## config.mk

```make
export PLATFORM = sky130hd
export DESIGN_NAME = uld_ctrl
export DESIGN_NICKNAME = d
export VERILOG_FILES = /design/src/uld_pkg.sv /design/src/uld_ctrl.sv /design/src/uld_axil.sv
export VERILOG_INCLUDE_DIRS = /design/src
export SDC_FILE = /design/constraint.sdc
export NUM_CORES = 1
export LEC_CHECK = 0
export BUFFER_PORTS_ARGS = -buffer_cell sky130_fd_sc_hd__buf_2
export CAP_MARGIN = 10
export CORE_UTILIZATION = 51
export DETAILED_ROUTE_END_ITERATION = 10
export HOLD_SLACK_MARGIN = 0.02
export PLACE_DENSITY_LB_ADDON = 0.2
export SLEW_MARGIN = 5
export SYNTH_ARGS = -nofsm -noshare
export SYNTH_HDL_FRONTEND = slang
export SYNTH_SLANG_ARGS = --single-unit
export TNS_END_PERCENT = 50
```

## constraint.sdc

```tcl
create_clock -name mclk -period 1.95 [get_ports mclk]
set_input_delay 0.0975 -clock mclk [delete_from_list [all_inputs] [get_ports mclk]]
set_output_delay 0.0975 -clock mclk [all_outputs]
set_load 0.01 [all_outputs]
```

## src/uld_consts.svh

```systemverilog
/*
  Offsets, field positions, reset values and timing figures of the
  line-state monitor and mode controller. Assumes a 25 MHz system clock.
*/
`ifndef ULD_CONSTS_SVH
`define ULD_CONSTS_SVH

`define ULD_ADDR_W         4
`define ULD_OFF_CTRL       4'h0
`define ULD_OFF_TXDATA     4'h4
`define ULD_OFF_STATUS     4'h8
`define ULD_OFF_EVENT      4'hC

`define ULD_CTRL_RST       32'h0000000C
`define ULD_CTRL_MASK      32'h000003FF
`define ULD_F_OP           1:0
`define ULD_F_XCVR         2
`define ULD_F_TERM         3
`define ULD_F_TXEN         4
`define ULD_F_AUTO         5
`define ULD_F_TEST         8:6
`define ULD_F_RESUME       9

`define ULD_EVT_HSRST      0
`define ULD_EVT_SUSP       1
`define ULD_EVT_FSRST      2
`define ULD_EVT_WAKE       3

`define ULD_CLK_KHZ        25000
`define ULD_PHY_KHZ        60000
`define ULD_PHY_GUARD_CYC  5
`define ULD_T_IDLE_NS      3000000
`define ULD_T_REVMAX_NS    3125000
`define ULD_T_SMPMIN_NS    100000
`define ULD_T_SMPMAX_NS    875000
`define ULD_T_RESMIN_NS    5000000
`define ULD_T_SUSMAX_NS    10000000
`define ULD_T_FSRST_NS     2500
`define ULD_RESUME_BYTES   1500

`define ULD_NS_UP(ns) int'((64'(ns) * 64'(`ULD_CLK_KHZ) + 64'd999999) / 64'd1000000)
`define ULD_NS_DN(ns) int'((64'(ns) * 64'(`ULD_CLK_KHZ)) / 64'd1000000)
`define ULD_GUARD_CYC int'((`ULD_PHY_GUARD_CYC * `ULD_CLK_KHZ + `ULD_PHY_KHZ - 1) / `ULD_PHY_KHZ)

`endif

```

## src/uld_pkg.sv

```systemverilog
/*
  Types of the line-state monitor and mode controller: UTMI carriers,
  controller states and test-mode selections. Assumes nothing else.
*/
package uld_pkg;

  typedef struct packed {
    logic [1:0] opmode;
    logic       xcvrsel;
    logic       termsel;
    logic       txvalid;
    logic [7:0] txdata;
  } uld_utmi_out_s;

  typedef struct packed {
    logic [1:0] linestate;
    logic       rxactive;
    logic       txready;
  } uld_utmi_in_s;

  typedef enum logic [2:0] {
    ST_MANUAL, ST_HS_MON, ST_REVERT, ST_SUSPEND, ST_RESUME, ST_RESET
  } uld_state_e;

  typedef enum logic [2:0] {
    TM_NONE, TM_SE0_NAK, TM_J, TM_K, TM_PACKET
  } uld_test_e;

endpackage : uld_pkg

```

## src/uld_ctrl.sv

```systemverilog
/*
  UTMI-side controller: drives operating mode, transceiver and termination
  selects and transmit valid, watches line state for reset or suspend.
  Assumes a UTMI transceiver on the far pins and software on AXI4-Lite.
*/
// Implementation choices: the address map and the AXI4-Lite slave port.
`timescale 1ns/1ns
`include "uld_consts.svh"
module uld_ctrl #(
  parameter int IDLE_MIN_CYC  = `ULD_NS_DN(`ULD_T_IDLE_NS),
  parameter int REV_MAX_CYC   = `ULD_NS_DN(`ULD_T_REVMAX_NS),
  parameter int SMP_MIN_CYC   = `ULD_NS_UP(`ULD_T_SMPMIN_NS),
  parameter int SMP_MAX_CYC   = `ULD_NS_DN(`ULD_T_SMPMAX_NS),
  parameter int RES_MIN_CYC   = `ULD_NS_UP(`ULD_T_RESMIN_NS),
  parameter int SUS_MAX_CYC   = `ULD_NS_DN(`ULD_T_SUSMAX_NS),
  parameter int RESUME_BYTES  = `ULD_RESUME_BYTES
) (
  // Clock and reset
  input  wire logic                   mclk,
  input  wire logic                   rst_n,
  // AXI4-Lite slave
  input  wire logic [`ULD_ADDR_W-1:0] s_axi_awaddr,
  input  wire logic                   s_axi_awvalid,
  output logic                        s_axi_awready,
  input  wire logic [31:0]            s_axi_wdata,
  input  wire logic [3:0]             s_axi_wstrb,
  input  wire logic                   s_axi_wvalid,
  output logic                        s_axi_wready,
  output logic [1:0]                  s_axi_bresp,
  output logic                        s_axi_bvalid,
  input  wire logic                   s_axi_bready,
  input  wire logic [`ULD_ADDR_W-1:0] s_axi_araddr,
  input  wire logic                   s_axi_arvalid,
  output logic                        s_axi_arready,
  output logic [31:0]                 s_axi_rdata,
  output logic [1:0]                  s_axi_rresp,
  output logic                        s_axi_rvalid,
  input  wire logic                   s_axi_rready,
  // UTMI transceiver pins
  output uld_pkg::uld_utmi_out_s      utmi_o,
  input  wire uld_pkg::uld_utmi_in_s  utmi_i,
  output logic                        suspend_n
);
  import uld_pkg::*;

  localparam int CNT_W = 18;
  localparam logic [CNT_W-1:0] C_IDLE   = CNT_W'(IDLE_MIN_CYC);
  localparam logic [CNT_W-1:0] C_REVMAX = CNT_W'(REV_MAX_CYC);
  localparam logic [CNT_W-1:0] C_SMP    = CNT_W'(SMP_MIN_CYC + 2);
  localparam logic [CNT_W-1:0] C_RESMIN = CNT_W'(RES_MIN_CYC);
  localparam logic [CNT_W-1:0] C_SUSMAX = CNT_W'(SUS_MAX_CYC);
  localparam logic [CNT_W-1:0] C_SAT    = '1;
  localparam logic [6:0]       C_FSRST  = 7'(`ULD_NS_UP(`ULD_T_FSRST_NS));
  localparam logic [3:0]       C_GUARD  = 4'(`ULD_GUARD_CYC);
  localparam logic [15:0]      C_RESB   = 16'(RESUME_BYTES - 1);

  generate
    if (IDLE_MIN_CYC >= REV_MAX_CYC - 1 || SMP_MIN_CYC + 2 > SMP_MAX_CYC ||
        SUS_MAX_CYC >= 2**CNT_W - 1 || RES_MIN_CYC > SUS_MAX_CYC ||
        RESUME_BYTES < 1 || RESUME_BYTES > 65536) begin : g_bad_param
      $error("uld_ctrl: timing parameters out of range");
    end
  endgenerate

  // Register front end
  logic                   wr_pulse, wr_hit, rd_hit;
  logic [`ULD_ADDR_W-1:0] wr_addr, rd_addr;
  logic [31:0]            wr_data, rd_data, wmask;
  logic [3:0]             wr_strb;

  uld_axil #(.ADDR_W(`ULD_ADDR_W)) u_axil (
    .mclk(mclk), .rst_n(rst_n),
    .s_axi_awaddr(s_axi_awaddr), .s_axi_awvalid(s_axi_awvalid), .s_axi_awready(s_axi_awready),
    .s_axi_wdata(s_axi_wdata), .s_axi_wstrb(s_axi_wstrb), .s_axi_wvalid(s_axi_wvalid),
    .s_axi_wready(s_axi_wready), .s_axi_bresp(s_axi_bresp), .s_axi_bvalid(s_axi_bvalid),
    .s_axi_bready(s_axi_bready), .s_axi_araddr(s_axi_araddr), .s_axi_arvalid(s_axi_arvalid),
    .s_axi_arready(s_axi_arready), .s_axi_rdata(s_axi_rdata), .s_axi_rresp(s_axi_rresp),
    .s_axi_rvalid(s_axi_rvalid), .s_axi_rready(s_axi_rready),
    .wr_pulse(wr_pulse), .wr_addr(wr_addr), .wr_data(wr_data), .wr_strb(wr_strb),
    .wr_hit(wr_hit), .rd_addr(rd_addr), .rd_hit(rd_hit), .rd_data(rd_data)
  );

  assign wmask  = {{8{wr_strb[3]}}, {8{wr_strb[2]}}, {8{wr_strb[1]}}, {8{wr_strb[0]}}};
  assign wr_hit = wr_addr inside {`ULD_OFF_CTRL, `ULD_OFF_TXDATA, `ULD_OFF_STATUS, `ULD_OFF_EVENT};
  assign rd_hit = rd_addr inside {`ULD_OFF_CTRL, `ULD_OFF_TXDATA, `ULD_OFF_STATUS, `ULD_OFF_EVENT};

  // Pin synchroniser; a change counts once stages two and three agree
  uld_utmi_in_s pin_s1_r, pin_s2_r, pin_s3_r, pin_q_r;

  always_ff @(posedge mclk) begin
    if (!rst_n) begin
      pin_s1_r <= '0;
      pin_s2_r <= '0;
      pin_s3_r <= '0;
      pin_q_r  <= '0;
    end else begin
      pin_s1_r <= utmi_i;
      pin_s2_r <= pin_s1_r;
      pin_s3_r <= pin_s2_r;
      if (pin_s2_r == pin_s3_r) begin
        pin_q_r <= pin_s3_r;
      end
    end
  end

  // Line codes shared by HS and FS decoding
  logic ls_se0, ls_j;
  assign ls_se0 = pin_q_r.linestate == 2'h0;
  assign ls_j   = pin_q_r.linestate == 2'h1;

  // Software registers
  logic [31:0] ctrl_r;
  logic [7:0]  txd_r;
  logic [3:0]  evt_r, evt_set;
  logic        resume_pend_r, resume_go;
  uld_test_e   tm;
  uld_state_e  st_r, st_nxt;

  assign tm = uld_test_e'(ctrl_r[`ULD_F_TEST]);

  always_ff @(posedge mclk) begin
    if (!rst_n) begin
      ctrl_r <= `ULD_CTRL_RST;
      txd_r  <= 8'h00;
    end else if (wr_pulse && wr_addr == `ULD_OFF_CTRL) begin
      ctrl_r <= ((ctrl_r & ~wmask) | (wr_data & wmask)) & `ULD_CTRL_MASK;
    end else if (wr_pulse && wr_addr == `ULD_OFF_TXDATA && wr_strb[0]) begin
      txd_r <= wr_data[7:0];
    end
  end

  // Resume request latched until started; the start wins over a new write
  always_ff @(posedge mclk) begin
    if (!rst_n) begin
      resume_pend_r <= 1'b0;
    end else if (resume_go) begin
      resume_pend_r <= 1'b0;
    end else if (wr_pulse && wr_addr == `ULD_OFF_CTRL && wr_strb[1] && wr_data[`ULD_F_RESUME]) begin
      resume_pend_r <= 1'b1;
    end
  end

  // Sticky events, write one to clear; a new event beats the clear
  always_ff @(posedge mclk) begin
    if (!rst_n) begin
      evt_r <= 4'h0;
    end else begin
      evt_r <= (evt_r & ~((wr_pulse && wr_addr == `ULD_OFF_EVENT && wr_strb[0]) ? wr_data[3:0] : 4'h0))
               | evt_set;
    end
  end

  always_comb begin
    unique case (rd_addr)
      `ULD_OFF_CTRL:   rd_data = ctrl_r;
      `ULD_OFF_TXDATA: rd_data = {24'h000000, txd_r};
      `ULD_OFF_STATUS: rd_data = {21'h000000, utmi_o.txvalid, utmi_o.termsel, utmi_o.xcvrsel,
                                  utmi_o.opmode, !suspend_n, st_r, pin_q_r.linestate};
      `ULD_OFF_EVENT:  rd_data = {28'h0000000, evt_r};
      default:         rd_data = 32'h00000000;
    endcase
  end

  // Wanted line mode from state, test selection and software
  logic [1:0] des_op;
  logic       des_x, des_t, quiet, ap_match;

  always_comb begin
    des_op = (ctrl_r[`ULD_F_OP] == 2'h3) ? 2'h0 : ctrl_r[`ULD_F_OP];
    des_x  = ctrl_r[`ULD_F_XCVR];
    des_t  = ctrl_r[`ULD_F_TERM];
    if (st_r inside {ST_REVERT, ST_SUSPEND, ST_RESET, ST_RESUME}) begin
      des_op = (st_r == ST_RESUME) ? 2'h2 : 2'h0;
      des_x  = 1'b1;
      des_t  = 1'b1;
    end else if (tm inside {TM_SE0_NAK, TM_J, TM_K, TM_PACKET}) begin
      des_op = (tm inside {TM_J, TM_K}) ? 2'h2 : 2'h0;
      des_x  = 1'b0;
      des_t  = 1'b0;
    end
  end

  // Selects move only with transmitter and receiver idle
  assign quiet    = !utmi_o.txvalid && !pin_q_r.rxactive;
  assign ap_match = {utmi_o.opmode, utmi_o.xcvrsel, utmi_o.termsel} == {des_op, des_x, des_t};

  always_ff @(posedge mclk) begin
    if (!rst_n) begin
      utmi_o.opmode  <= 2'h0;
      utmi_o.xcvrsel <= 1'b1;
      utmi_o.termsel <= 1'b1;
    end else if (quiet) begin
      utmi_o.opmode  <= des_op;
      utmi_o.xcvrsel <= des_x;
      utmi_o.termsel <= des_t;
    end
  end

  // Guard between entering mode 10 and raising transmit valid
  logic [3:0] guard_r;

  always_ff @(posedge mclk) begin
    if (!rst_n) begin
      guard_r <= 4'h0;
    end else if (quiet && des_op != utmi_o.opmode) begin
      guard_r <= 4'h0;
    end else if (guard_r != C_GUARD) begin
      guard_r <= guard_r + 4'h1;
    end
  end

  // Inactivity timer since the last bus activity
  logic [CNT_W-1:0] idle_r;

  always_ff @(posedge mclk) begin
    if (!rst_n) begin
      idle_r <= '0;
    end else if (st_r == ST_HS_MON && !ls_se0) begin
      idle_r <= '0;
    end else if (st_r inside {ST_HS_MON, ST_REVERT, ST_SUSPEND}) begin
      idle_r <= (idle_r == C_SAT) ? idle_r : idle_r + 1'b1;
    end else begin
      idle_r <= '0;
    end
  end

  logic [CNT_W-1:0] rev_r;

  always_ff @(posedge mclk) begin
    if (!rst_n) begin
      rev_r <= '0;
    end else begin
      rev_r <= (st_r == ST_REVERT) ? rev_r + 1'b1 : '0;
    end
  end

  // FS long SE0 detection; never armed in HS, where idle is SE0
  logic [6:0] se0_r;
  logic       fs_se0;
  assign fs_se0 = st_r == ST_MANUAL && utmi_o.xcvrsel && ls_se0;

  always_ff @(posedge mclk) begin
    if (!rst_n) begin
      se0_r <= 7'h00;
    end else if (!fs_se0) begin
      se0_r <= 7'h00;
    end else if (se0_r != C_FSRST) begin
      se0_r <= se0_r + 7'h01;
    end
  end

  // Resume transmission of K bytes
  logic [15:0] resb_r;
  logic        res_done;
  assign res_done = utmi_o.txvalid && pin_q_r.txready && resb_r == C_RESB;

  always_ff @(posedge mclk) begin
    if (!rst_n || st_r != ST_RESUME) begin
      resb_r <= 16'h0000;
    end else if (utmi_o.txvalid && pin_q_r.txready) begin
      resb_r <= resb_r + 16'h0001;
    end
  end

  // Reset or suspend discrimination
  logic hs_ready;
  assign hs_ready  = ctrl_r[`ULD_F_AUTO] && !utmi_o.xcvrsel && !utmi_o.termsel && tm == TM_NONE;
  assign resume_go = st_r == ST_SUSPEND && ls_j && resume_pend_r && idle_r >= C_RESMIN;

  always_comb begin
    st_nxt  = st_r;
    evt_set = 4'h0;
    evt_set[`ULD_EVT_FSRST] = fs_se0 && se0_r == C_FSRST - 7'h01;
    unique case (st_r)
      ST_MANUAL:  if (hs_ready) st_nxt = ST_HS_MON;
      ST_HS_MON: begin
        if (!hs_ready) begin
          st_nxt = ST_MANUAL;
        end else if (idle_r > C_IDLE) begin
          st_nxt = ST_REVERT;
        end
      end
      ST_REVERT: begin
        if (rev_r == C_SMP) begin
          if (ls_se0) begin
            st_nxt = ST_RESET;
            evt_set[`ULD_EVT_HSRST] = 1'b1;
          end else if (ls_j) begin
            st_nxt = ST_SUSPEND;
            evt_set[`ULD_EVT_SUSP] = 1'b1;
          end else begin
            st_nxt = ST_MANUAL;
          end
        end
      end
      ST_SUSPEND: begin
        if (!ls_j) begin
          st_nxt = ST_MANUAL;
          evt_set[`ULD_EVT_WAKE] = 1'b1;
        end else if (resume_go) begin
          st_nxt = ST_RESUME;
        end
      end
      ST_RESUME:  if (res_done) st_nxt = ST_MANUAL;
      ST_RESET:   if (!ctrl_r[`ULD_F_AUTO]) st_nxt = ST_MANUAL;
      default:    st_nxt = ST_MANUAL;
    endcase
  end

  always_ff @(posedge mclk) begin
    if (!rst_n) begin
      st_r <= ST_MANUAL;
    end else begin
      st_r <= st_nxt;
    end
  end

  // Suspend taken right at the J sample, well inside the deadline
  always_ff @(posedge mclk) begin
    if (!rst_n) begin
      suspend_n <= 1'b1;
    end else begin
      suspend_n <= st_nxt != ST_SUSPEND;
    end
  end

  // Transmit valid and data
  logic tx_want;

  always_comb begin
    tx_want = 1'b0;
    if (st_r == ST_RESUME) begin
      tx_want = !res_done;
    end else if (st_r inside {ST_MANUAL, ST_HS_MON}) begin
      tx_want = (tm inside {TM_J, TM_K}) ||
                (tm inside {TM_NONE, TM_PACKET} && ctrl_r[`ULD_F_TXEN]);
    end
  end

  always_ff @(posedge mclk) begin
    if (!rst_n) begin
      utmi_o.txvalid <= 1'b0;
      utmi_o.txdata  <= 8'h00;
    end else begin
      utmi_o.txvalid <= tx_want && ap_match && (utmi_o.opmode != 2'h2 || guard_r == C_GUARD);
      utmi_o.txdata  <= (tm == TM_J && st_r != ST_RESUME) ? 8'hFF :
                        (tm == TM_K || st_r == ST_RESUME) ? 8'h00 : txd_r;
    end
  end
endmodule : uld_ctrl

```

## src/uld_axil.sv

```systemverilog
/*
  AXI4-Lite slave front end: one write and one read at a time.
  Assumes the owner decodes the address and returns read data combinationally.
*/
`timescale 1ns/1ns
module uld_axil #(
  parameter int ADDR_W = 4
) (
  // Clock and reset
  input  wire logic              mclk,
  input  wire logic              rst_n,
  // AXI4-Lite slave
  input  wire logic [ADDR_W-1:0] s_axi_awaddr,
  input  wire logic              s_axi_awvalid,
  output logic                   s_axi_awready,
  input  wire logic [31:0]       s_axi_wdata,
  input  wire logic [3:0]        s_axi_wstrb,
  input  wire logic              s_axi_wvalid,
  output logic                   s_axi_wready,
  output logic [1:0]             s_axi_bresp,
  output logic                   s_axi_bvalid,
  input  wire logic              s_axi_bready,
  input  wire logic [ADDR_W-1:0] s_axi_araddr,
  input  wire logic              s_axi_arvalid,
  output logic                   s_axi_arready,
  output logic [31:0]            s_axi_rdata,
  output logic [1:0]             s_axi_rresp,
  output logic                   s_axi_rvalid,
  input  wire logic              s_axi_rready,
  // Register side
  output logic                   wr_pulse,
  output logic [ADDR_W-1:0]      wr_addr,
  output logic [31:0]            wr_data,
  output logic [3:0]             wr_strb,
  input  wire logic              wr_hit,
  output logic [ADDR_W-1:0]      rd_addr,
  input  wire logic              rd_hit,
  input  wire logic [31:0]       rd_data
);

  logic aw_have_r;
  logic w_have_r;

  assign s_axi_awready = !aw_have_r && !s_axi_bvalid;
  assign s_axi_wready  = !w_have_r && !s_axi_bvalid;
  assign wr_pulse      = aw_have_r && w_have_r;
  assign s_axi_arready = !s_axi_rvalid;
  assign rd_addr       = s_axi_araddr;

  // Address and data may arrive in either order
  always_ff @(posedge mclk) begin
    if (!rst_n) begin
      aw_have_r <= 1'b0;
      w_have_r  <= 1'b0;
      wr_addr   <= '0;
      wr_data   <= 32'h00000000;
      wr_strb   <= 4'h0;
    end else begin
      if (s_axi_awvalid && s_axi_awready) begin
        aw_have_r <= 1'b1;
        wr_addr   <= s_axi_awaddr;
      end
      if (s_axi_wvalid && s_axi_wready) begin
        w_have_r <= 1'b1;
        wr_data  <= s_axi_wdata;
        wr_strb  <= s_axi_wstrb;
      end
      if (wr_pulse) begin
        aw_have_r <= 1'b0;
        w_have_r  <= 1'b0;
      end
    end
  end

  always_ff @(posedge mclk) begin
    if (!rst_n) begin
      s_axi_bvalid <= 1'b0;
      s_axi_bresp  <= 2'h0;
    end else if (wr_pulse) begin
      s_axi_bvalid <= 1'b1;
      s_axi_bresp  <= wr_hit ? 2'h0 : 2'h2;
    end else if (s_axi_bready) begin
      s_axi_bvalid <= 1'b0;
    end
  end

  always_ff @(posedge mclk) begin
    if (!rst_n) begin
      s_axi_rvalid <= 1'b0;
      s_axi_rdata  <= 32'h00000000;
      s_axi_rresp  <= 2'h0;
    end else if (s_axi_arvalid && s_axi_arready) begin
      s_axi_rvalid <= 1'b1;
      s_axi_rdata  <= rd_hit ? rd_data : 32'h00000000;
      s_axi_rresp  <= rd_hit ? 2'h0 : 2'h2;
    end else if (s_axi_rready) begin
      s_axi_rvalid <= 1'b0;
    end
  end

endmodule : uld_axil

```

==> run metrics, run 1 <==
status=completed; core box area=13,200 µm²; first-pass GRT wire length=25,300 µm; layout cells sized above 1=15.4%; Die Wd=118 µm; vias in the first global route=5,465; HP Start=s_axi_araddr[1]; final worst-path cycle share=97.4%; VDD IR max=591 µV; Die Span Y=118 µm; Period minus WS final=1.90 ns; htree depth=4; post-route setup slack=0.0504 ns; initial antenna violation count=0; share of the synthesized area in the top cell type=44.3%; Static Leak=0.00320 µW; top-count cell post-synth=dfxtp_1; IO buf count=62; routed via count=5,712; Die ar.=13,900 µm²; Design Area, Final=8180 µm²; HPWL after DPL=10,800 µm; Row Count=42; nets=953; Storage cell area=3040 µm²; worst reg-to-reg setup slack=0.05 ns; DR iter-0 viols=328; Sw Share=22.7%; Routed wire per std cell=14.2 µm; Top Ports=110; routability congestion estimate from global placement=0.877; reg2reg path depth=5; Pint=5140 µW; Critical Path Start Type=flop; RSZ-0062 raised after global routing=true; fin util=62.0%; multi-input logic area=3500 µm²; Fin Clk Skew=0.00741 ns; CTS tree=done; TritonCTS Buffers=17; Final Hold Fails=0; part of the power in combinational logic=5.3%; max-cap check violation count=0; Max FO, Critical Path=3; Clock Sinks=152; Clk Latency, worst-skew pair=0.43 ns; Routed Antenna Nets=0; final wirelength=15,300 µm; Seq pwr share=48.5%; asr flop ratio synth=0%; Reg-to-Reg End=utmi_o[8]$_SDFF_PN0_; remaining global-route overflow=0; Yosys warning count=0; Clock Power Share=46.2%; synth top area cells=dfxtp_1 (44%), nor2_1 (7.3%), mux2i_1 (6.0%); DRC=0; PwrDens=813 nW/µm²; Clock Path Buffers=2; fillers=1,114; First-pass DRT Iterations=5; Max Slew Vio Count=0; hold crit path type=in -> reg; placed cells=1,023; DR vias/cell=5.29; Worst slew margin=55.6%; # diodes=0; fmax=0.526 GHz; clock-pin slew on the worst setup and hold paths=0.06 ns; Commonest cells post-synth=dfxtp_1 (152), nor2_1 (134), nand2_1 (80), a21oi_1 (43), mux2i_1 (41); cell count after synthesis=793; Synth Flop Type=dfxtp_1; net switching power=1510 µW; CTS Root Buffer Type=clkbuf_16; final std cells w/o fill=1,079; register area share after synthesis=44.3%; Post-synth EDFFs=0; Avg Cell Area, Syn=8.66 µm²; synthesized flop and latch total=152; Area Overhead vs Synth=19.1%; worst slew pin tran=0.666 ns; Post-Place Cell Area=7370 µm²; synth unique cells=66; Hold Crit Depth=3; GRT Total Usage=22.7%; critical path class=reg -> reg; hold worst-path end=u_axil.s_axi_rresp[1]$_SDFFE_PN0P_; Synth area leader=dfxtp_1; Final setup viols=0; synthesized area=6870 µm²; required time of the critical path=2.29 ns; largest net degree at the start of global routing=40; worst slack, placed=0.0638 ns; Initial Util=52.1%; Worst EP arrival=2.24 ns; element type at the critical path end=flop; setup tns final=0 ns
-- layout make-up --
cell class | count | share of cell area (%)
Clock buffer | 21 | 5.63
Clock inverter | 11 | 1.21
Inverter | 21 | 0.964
Multi-Input combinational cell | 582 | 42.8
Sequential cell | 152 | 37.2
Tap cell | 176 | 2.69
Timing Repair Buffer | 116 | 9.48
-- power by group through the flow --
stage          clock (µW)  combinational [µW]  sequential (µW)
3_5_place_dp            0                 309             3290
4_1_cts              3140                 349             3220
3_3_place_gp            0                 301             3290
5_1_grt              3310                 394             3230
6_report             3080                 352             3220
2_1_floorplan           0                 253             3280
-- cells in the final DEF, fill, tap and decap left out, types with 8 or more instances in the layout --
cell type | synthesis | layout
dfxtp_1 | 152 | 151
nor2_1 | 134 | 134
nand2_1 | 80 | 80
buf_2 | 10 | 62
a21oi_1 | 43 | 43
mux2i_1 | 41 | 41
xnor2_1 | 37 | 37
nand3_1 | 30 | 30
buf_4 | 23 | 30
dlygate4sd3_1 | 0 | 24
conb_1 | 1 | 23
inv_1 | 20 | 20
xor2_1 | 20 | 20
nor3_1 | 17 | 17
clkbuf_16 | 0 | 17
and2_1 | 16 | 16
nand4_1 | 14 | 14
nor4_1 | 14 | 14
a22oi_1 | 9 | 9
a211oi_1 | 8 | 8
ha_1 | 8 | 8
-- through the flow --
stage	power (µW)	hold WS [ns]
finish	6650	0.0906
global route	6930	0.0970
CTS	6710	0.0748
detailed placement	3600	0.291
global placement	3590	0.284
floorplan	3530	0.198
-- how the worst max path moves through the flow --
stage,startpoint,end,slack (ns),cells past startpoint
2_1_floorplan,flop,utmi_o[8]$_SDFF_PN0_,0.003,6
3_3_place_gp,flop,utmi_o[8]$_SDFF_PN0_,0.07,5
3_5_place_dp,flop,utmi_o[8]$_SDFF_PN0_,0.06,5
4_1_cts,flop,utmi_o[8]$_SDFF_PN0_,0.05,5
5_1_grt,flop,utmi_o[8]$_SDFF_PN0_,-0.02,5
6_report,flop,utmi_o[8]$_SDFF_PN0_,0.05,5
-- sequential cells by signal, summed over array words and instances (netlist names), 2 cells and up, named ones only --
name and count:
idle_r 18, pin_q_r 4, pin_s1_r 4, txd_r 8, u_axil.wr_data 10, pin_s3_r 4, utmi_o 13, u_axil.wr_addr 4
u_axil.s_axi_rdata 11, st_r 3, u_axil.wr_strb 2, se0_r 7, rev_r 18, evt_r 4, resb_r 16, guard_r 4
pin_s2_r 4
-- cells by family after synthesis --
kind of cell | Yosys count | synth area share (%)
adder cells (fa/ha/maj) | 8 | 1.46
XOR/XNOR | 57 | 7.27
multiplexers | 42 | 6.14
AND/OR/NAND/NOR | 355 | 25.5
other | 1 | 0.0546
AO/OA/AOI/OAI | 97 | 9.24
buffers and inverters | 81 | 5.99
flip-flops | 152 | 44.3
-- repair_timing --
item,in CTS,in global routing
endpoints found under the setup margin,0,5
endpoints found under the hold margin,23,0
gates resized for setup,0,3
hold buffers,24,0
buffers inserted,0,0
-- layer usage --
metal,vias up,global-route usage (%),share of wire [%]
met5,-,0,0
met4,0,9.29,2.0
met3,29,6.30,4.1
met2,140,38.6,49
met1,2670,26.8,45
li1,2873,-,-
-- worst max-delay path: stages, from the launching register on --
cell       delay (ns)
dfxtp_2          0.32
or3_4            0.40
a2111oi_4        0.35
mux2_1           0.35
o21bai_1         0.15
nor4_1           0.24
Note: power is estimated with default switching activity, not from simulation.
==> run 2, diff against run 1 <==
- CORE_UTILIZATION: 51 -> 40
- MAX_ROUTING_LAYER: unset -> met4
==> run 2 against run 1 <==
Net effect: design area increased by 2.0%; critical path type unchanged; clock skew increased by 0.0015 ns; count of clock-buffer cells in the layout increased by 2; largest cell class unchanged; clock power increased by 8.8%; cell count increased by 4.6%; highest routed layer unchanged; sequential share of layout area decreased by 0.75 points; hold slack improved by 0.049 ns; critical endpoint is now guard_r[2]$_SDFFE_PP0P_; first-iteration DRC count decreased by 25%; routed wire length decreased by 1.5%.
==> run metrics, run 2 (synthesis gave the netlist of run 1 again) <==
Worst EP arrival=2.22 ns; Static Leak=0.00327 µW; First-pass DRT Iterations=5; status=completed; Routed wire per std cell=13.4 µm; first-pass GRT wire length=25,400 µm; Fin Clk Skew=0.00894 ns; Worst slew margin=54.8%; Die Span Y=133 µm; Area Overhead vs Synth=21.6%; final wirelength=15,100 µm; Top Ports=110; Clock Path Buffers=2; Die ar.=17,700 µm²; IO buf count=62; placed cells=1,074; required time of the critical path=2.29 ns; TritonCTS Buffers=17; core box area=16,700 µm²; vias in the first global route=5,171; fmax=0.531 GHz; Period minus WS final=1.88 ns; largest registers=idle_r x18, rev_r x18, resb_r x16; nets=961; max-cap check violation count=0; PwrDens=830 nW/µm²; routability congestion estimate from global placement=0.816; CTS Root Buffer Type=clkbuf_16; most frequent cells in the layout=dfxtp_1 (151), nor2_1 (134), nand2_1 (80); Max FO, Critical Path=4; GRT Total Usage=18.5%; Final setup viols=0; layout cells sized above 1=16.1%; initial antenna violation count=0; post-route setup slack=0.0656 ns; VDD IR max=607 µV; CTS tree=done; worst slew pin tran=0.678 ns; largest net degree at the start of global routing=48; Initial Util=41.1%; DRC=0; Critical Path Start Type=flop; final worst-path cycle share=96.6%; Final Hold Fails=0; RSZ-0062 raised after global routing=true; critical path class=reg -> reg; final std cells w/o fill=1,129; DR iter-0 viols=245; most common cell after layout, fill and taps aside=dfxtp_1; Clock Sinks=152; routed via count=5,539; clock-pin slew on the worst setup and hold paths=0.06 ns; DR vias/cell=4.91; Die Wd=133 µm; # diodes=0; remaining global-route overflow=0; worst slack, placed=0.0319 ns; Max Slew Vio Count=0; Row Count=47; element type at the critical path end=flop; fin util=50.0%; hold crit path type=in -> reg; htree depth=4; Clk Latency, worst-skew pair=0.41 ns; Routed Antenna Nets=0; HPWL after DPL=10,600 µm
## run 2: final cells by class
type | instances | area (µm²)
inverters | 21 | 78.8
fillers | 1654 | 8350
multi-input cells | 582 | 3510
well taps | 220 | 275
clock inverters | 7 | 118
flip-flops and latches | 152 | 3040
repair buffers | 124 | 836
clock buffers | 23 | 488
## run 2: critical path: stages (launching register included)
cell,delay [ns]
dfxtp_2,0.32
or3_4,0.39
a2111oi_4,0.36
buf_4,0.18
mux2i_1,0.19
nand4b_1,0.20
a21oi_1,0.16
## run 2: per-layer routing
layer	share of wire, %	vias to the layer above	track usage [%]
met5	0	-	-
met4	1.2	0	7.73
met3	2.4	13	3.56
met2	46	73	28.1
met1	50	2572	24.0
li1	-	2881	-
## run 2: what timing repair did
| item | in CTS | in global routing |
|---|---|---|
| gates resized for setup | 0 | 3 |
| hold endpoints to repair | 23 | 0 |
| hold buffers | 24 | 0 |
| setup endpoints to repair | 0 | 5 |
| setup buffers | 0 | 1 |
## run 2: through the flow
step	setup TNS (ns)	hold WS [ns]	instance area (µm²)	power, µW
finish	0	0.139	8350	6930
global placement	0	0.289	7480	3600
detailed placement	0	0.292	7480	3610
global route	-0.0358	0.134	8350	7200
CTS	0	0.130	8330	7020
floorplan	0	0.198	6950	3530
## run 2: final timing paths
kind                           from                      end  slack [ns]  cells after the start
max                            flop  guard_r[2]$_SDFFE_PP0P_        0.07                      6
max reg2reg                    flop  guard_r[2]$_SDFFE_PP0P_        0.07                      6
min reg2reg  pin_s1_r[0]$_SDFF_PN0_   pin_s2_r[0]$_SDFF_PN0_        0.43                      1
min                           rst_n                     flop        0.14                      3
## run 2: where the power goes
group          internal, µW  switching [µW]  total [µW]
sequential             3170            52.9        3220
clock                  2140            1220        3350
combinational           161             195         355
==> run 3, diff against run 2 <==
- SETUP_SLACK_MARGIN: unset -> 0.3
==> run 3 against run 2 <==
Net effect: non-clock buffer count is 9 higher; core utilization is 2.2 points higher; die area stayed put; worst setup slack better by 0.038 ns; routed wire length is 4.1% higher; global-route usage is 0.40 points higher; combinational power is 2% higher; sequential share of layout area is 1.2 points lower; sequential power hardly changed; first-iteration DRC count is 1.2% higher; clock skew is 0.0054 ns higher; fmax is 2.0% higher.
==> run metrics, run 3 (synthesis gave the netlist of run 1 again) <==
status=completed; Clock Path Buffers=2; setup tns final=0 ns; Max FO, Critical Path=4; Static Leak=0.00341 µW; routed via count=5,655; DR vias/cell=4.96; Fin Hold WS=0.149 ns; Clk Latency, worst-skew pair=0.42 ns; RSZ-0062 raised after global routing=true; DR iter-0 viols=248; element type at the critical path end=flop; GRT Total Usage=18.9%; DRC=0; initial antenna violation count=0; Area Overhead vs Synth=27.0%; htree depth=4; core box area=16,700 µm²; TritonCTS Buffers=17; CTS Root Buffer Type=clkbuf_16; Max Slew Vio Count=0; max-cap check violation count=0; worst slew pin tran=0.513 ns; Critical Path Start Type=flop; nets=970; Die Wd=133 µm; vias in the first global route=5,292; clock-pin slew on the worst setup and hold paths=0.06 ns; largest registers=idle_r x18, rev_r x18, resb_r x16; Worst EP arrival=2.20 ns; Top Ports=110; Overall Power=7090 µW; remaining global-route overflow=0; routability congestion estimate from global placement=0.821; required time of the critical path=2.30 ns; Worst slew margin=65.8%; Final setup viols=0; Routed wire per std cell=13.8 µm; Post-Place Cell Area=7470 µm²; Final Hold Fails=0; IO buf count=62; Routed Antenna Nets=0; Row Count=47; Die Span Y=133 µm; Fin Clk Skew=0.0143 ns; final wirelength=15,700 µm; hold crit path type=in -> reg; critical path class=reg -> reg; most frequent cells in the layout=nor2_1 (131), dfxtp_1 (131), nand2_1 (79); VDD IR max=615 µV; First-pass DRT Iterations=4; Initial Util=41.1%; largest net degree at the start of global routing=50; layout cells sized above 1=22.6%; HPWL after DPL=10,600 µm; # diodes=0; post-route setup slack=0.103 ns; Clock Sinks=152; PwrDens=813 nW/µm²; Design Area, Final=8720 µm²; final worst-path cycle share=94.7%; worst slack, placed=0.0303 ns; first-pass GRT wire length=26,000 µm; Die ar.=17,700 µm²; Period minus WS final=1.85 ns; fmax=0.541 GHz; CTS tree=done
## run 3: what timing repair did
| action | in CTS | in global routing |
|---|---|---|
| endpoints found under the hold margin | 23 | 0 |
| setup buffers | 10 | 2 |
| gates cloned | 0 | 1 |
| endpoints found under the setup margin | 22 | 68 |
| hold buffers | 24 | 0 |
| gates resized for setup | 20 | 50 |
| pin swaps | 14 | 24 |
## run 3: stage by stage
step           instances  utilization [%]
4_1_cts             1137             50.8
3_3_place_gp        1071             44.8
6_report            1140             52.2
3_5_place_dp        1071             44.8
5_1_grt             1140             52.2
2_1_floorplan        815                -
## run 3: routing by layer
metal	share of wire, %	track usage (%)	up-vias
li1	-	-	2917
met1	48	23.9	2635
met2	48	29.7	87
met3	2.9	4.41	16
met4	1.1	6.19	0
met5	0	-	-
## run 3: path summary, 6_finish.rpt
path / from / endpoint / slack [ns] / cells past startpoint
worst max register to register: flop / guard_r[2]$_SDFFE_PP0P_ / 0.10 / 6
worst min-delay path: rst_n / flop / 0.15 / 3
worst min register to register: pin_s1_r[0]$_SDFF_PN0_ / pin_s2_r[0]$_SDFF_PN0_ / 0.42 / 1
worst max-delay path: flop / guard_r[2]$_SDFFE_PP0P_ / 0.10 / 6
## run 3: where the power goes
| group | internal (µW) | switching, µW | total [µW] |
|---|---|---|---|
| Clock | 2190 | 1320 | 3510 |
| Combinational | 164 | 198 | 362 |
| Sequential | 3160 | 53.7 | 3220 |
## run 3: final cells by class
type / count / area (µm²)
multi-input cells: 582 / 3750
well taps: 220 / 275
repair buffers: 133 / 901
fillers: 1560 / 7980
clock inverters: 13 / 194
clock buffers: 19 / 443
flip-flops and latches: 152 / 3080
inverters: 21 / 78.8
## run 3: worst max-delay path, stage by stage, from the launching register on
cell       delay (ns)
dfxtp_4          0.34
or3_4            0.38
a2111oi_4        0.34
buf_4            0.18
mux2i_1          0.17
nand4b_1         0.21
a21oi_2          0.16
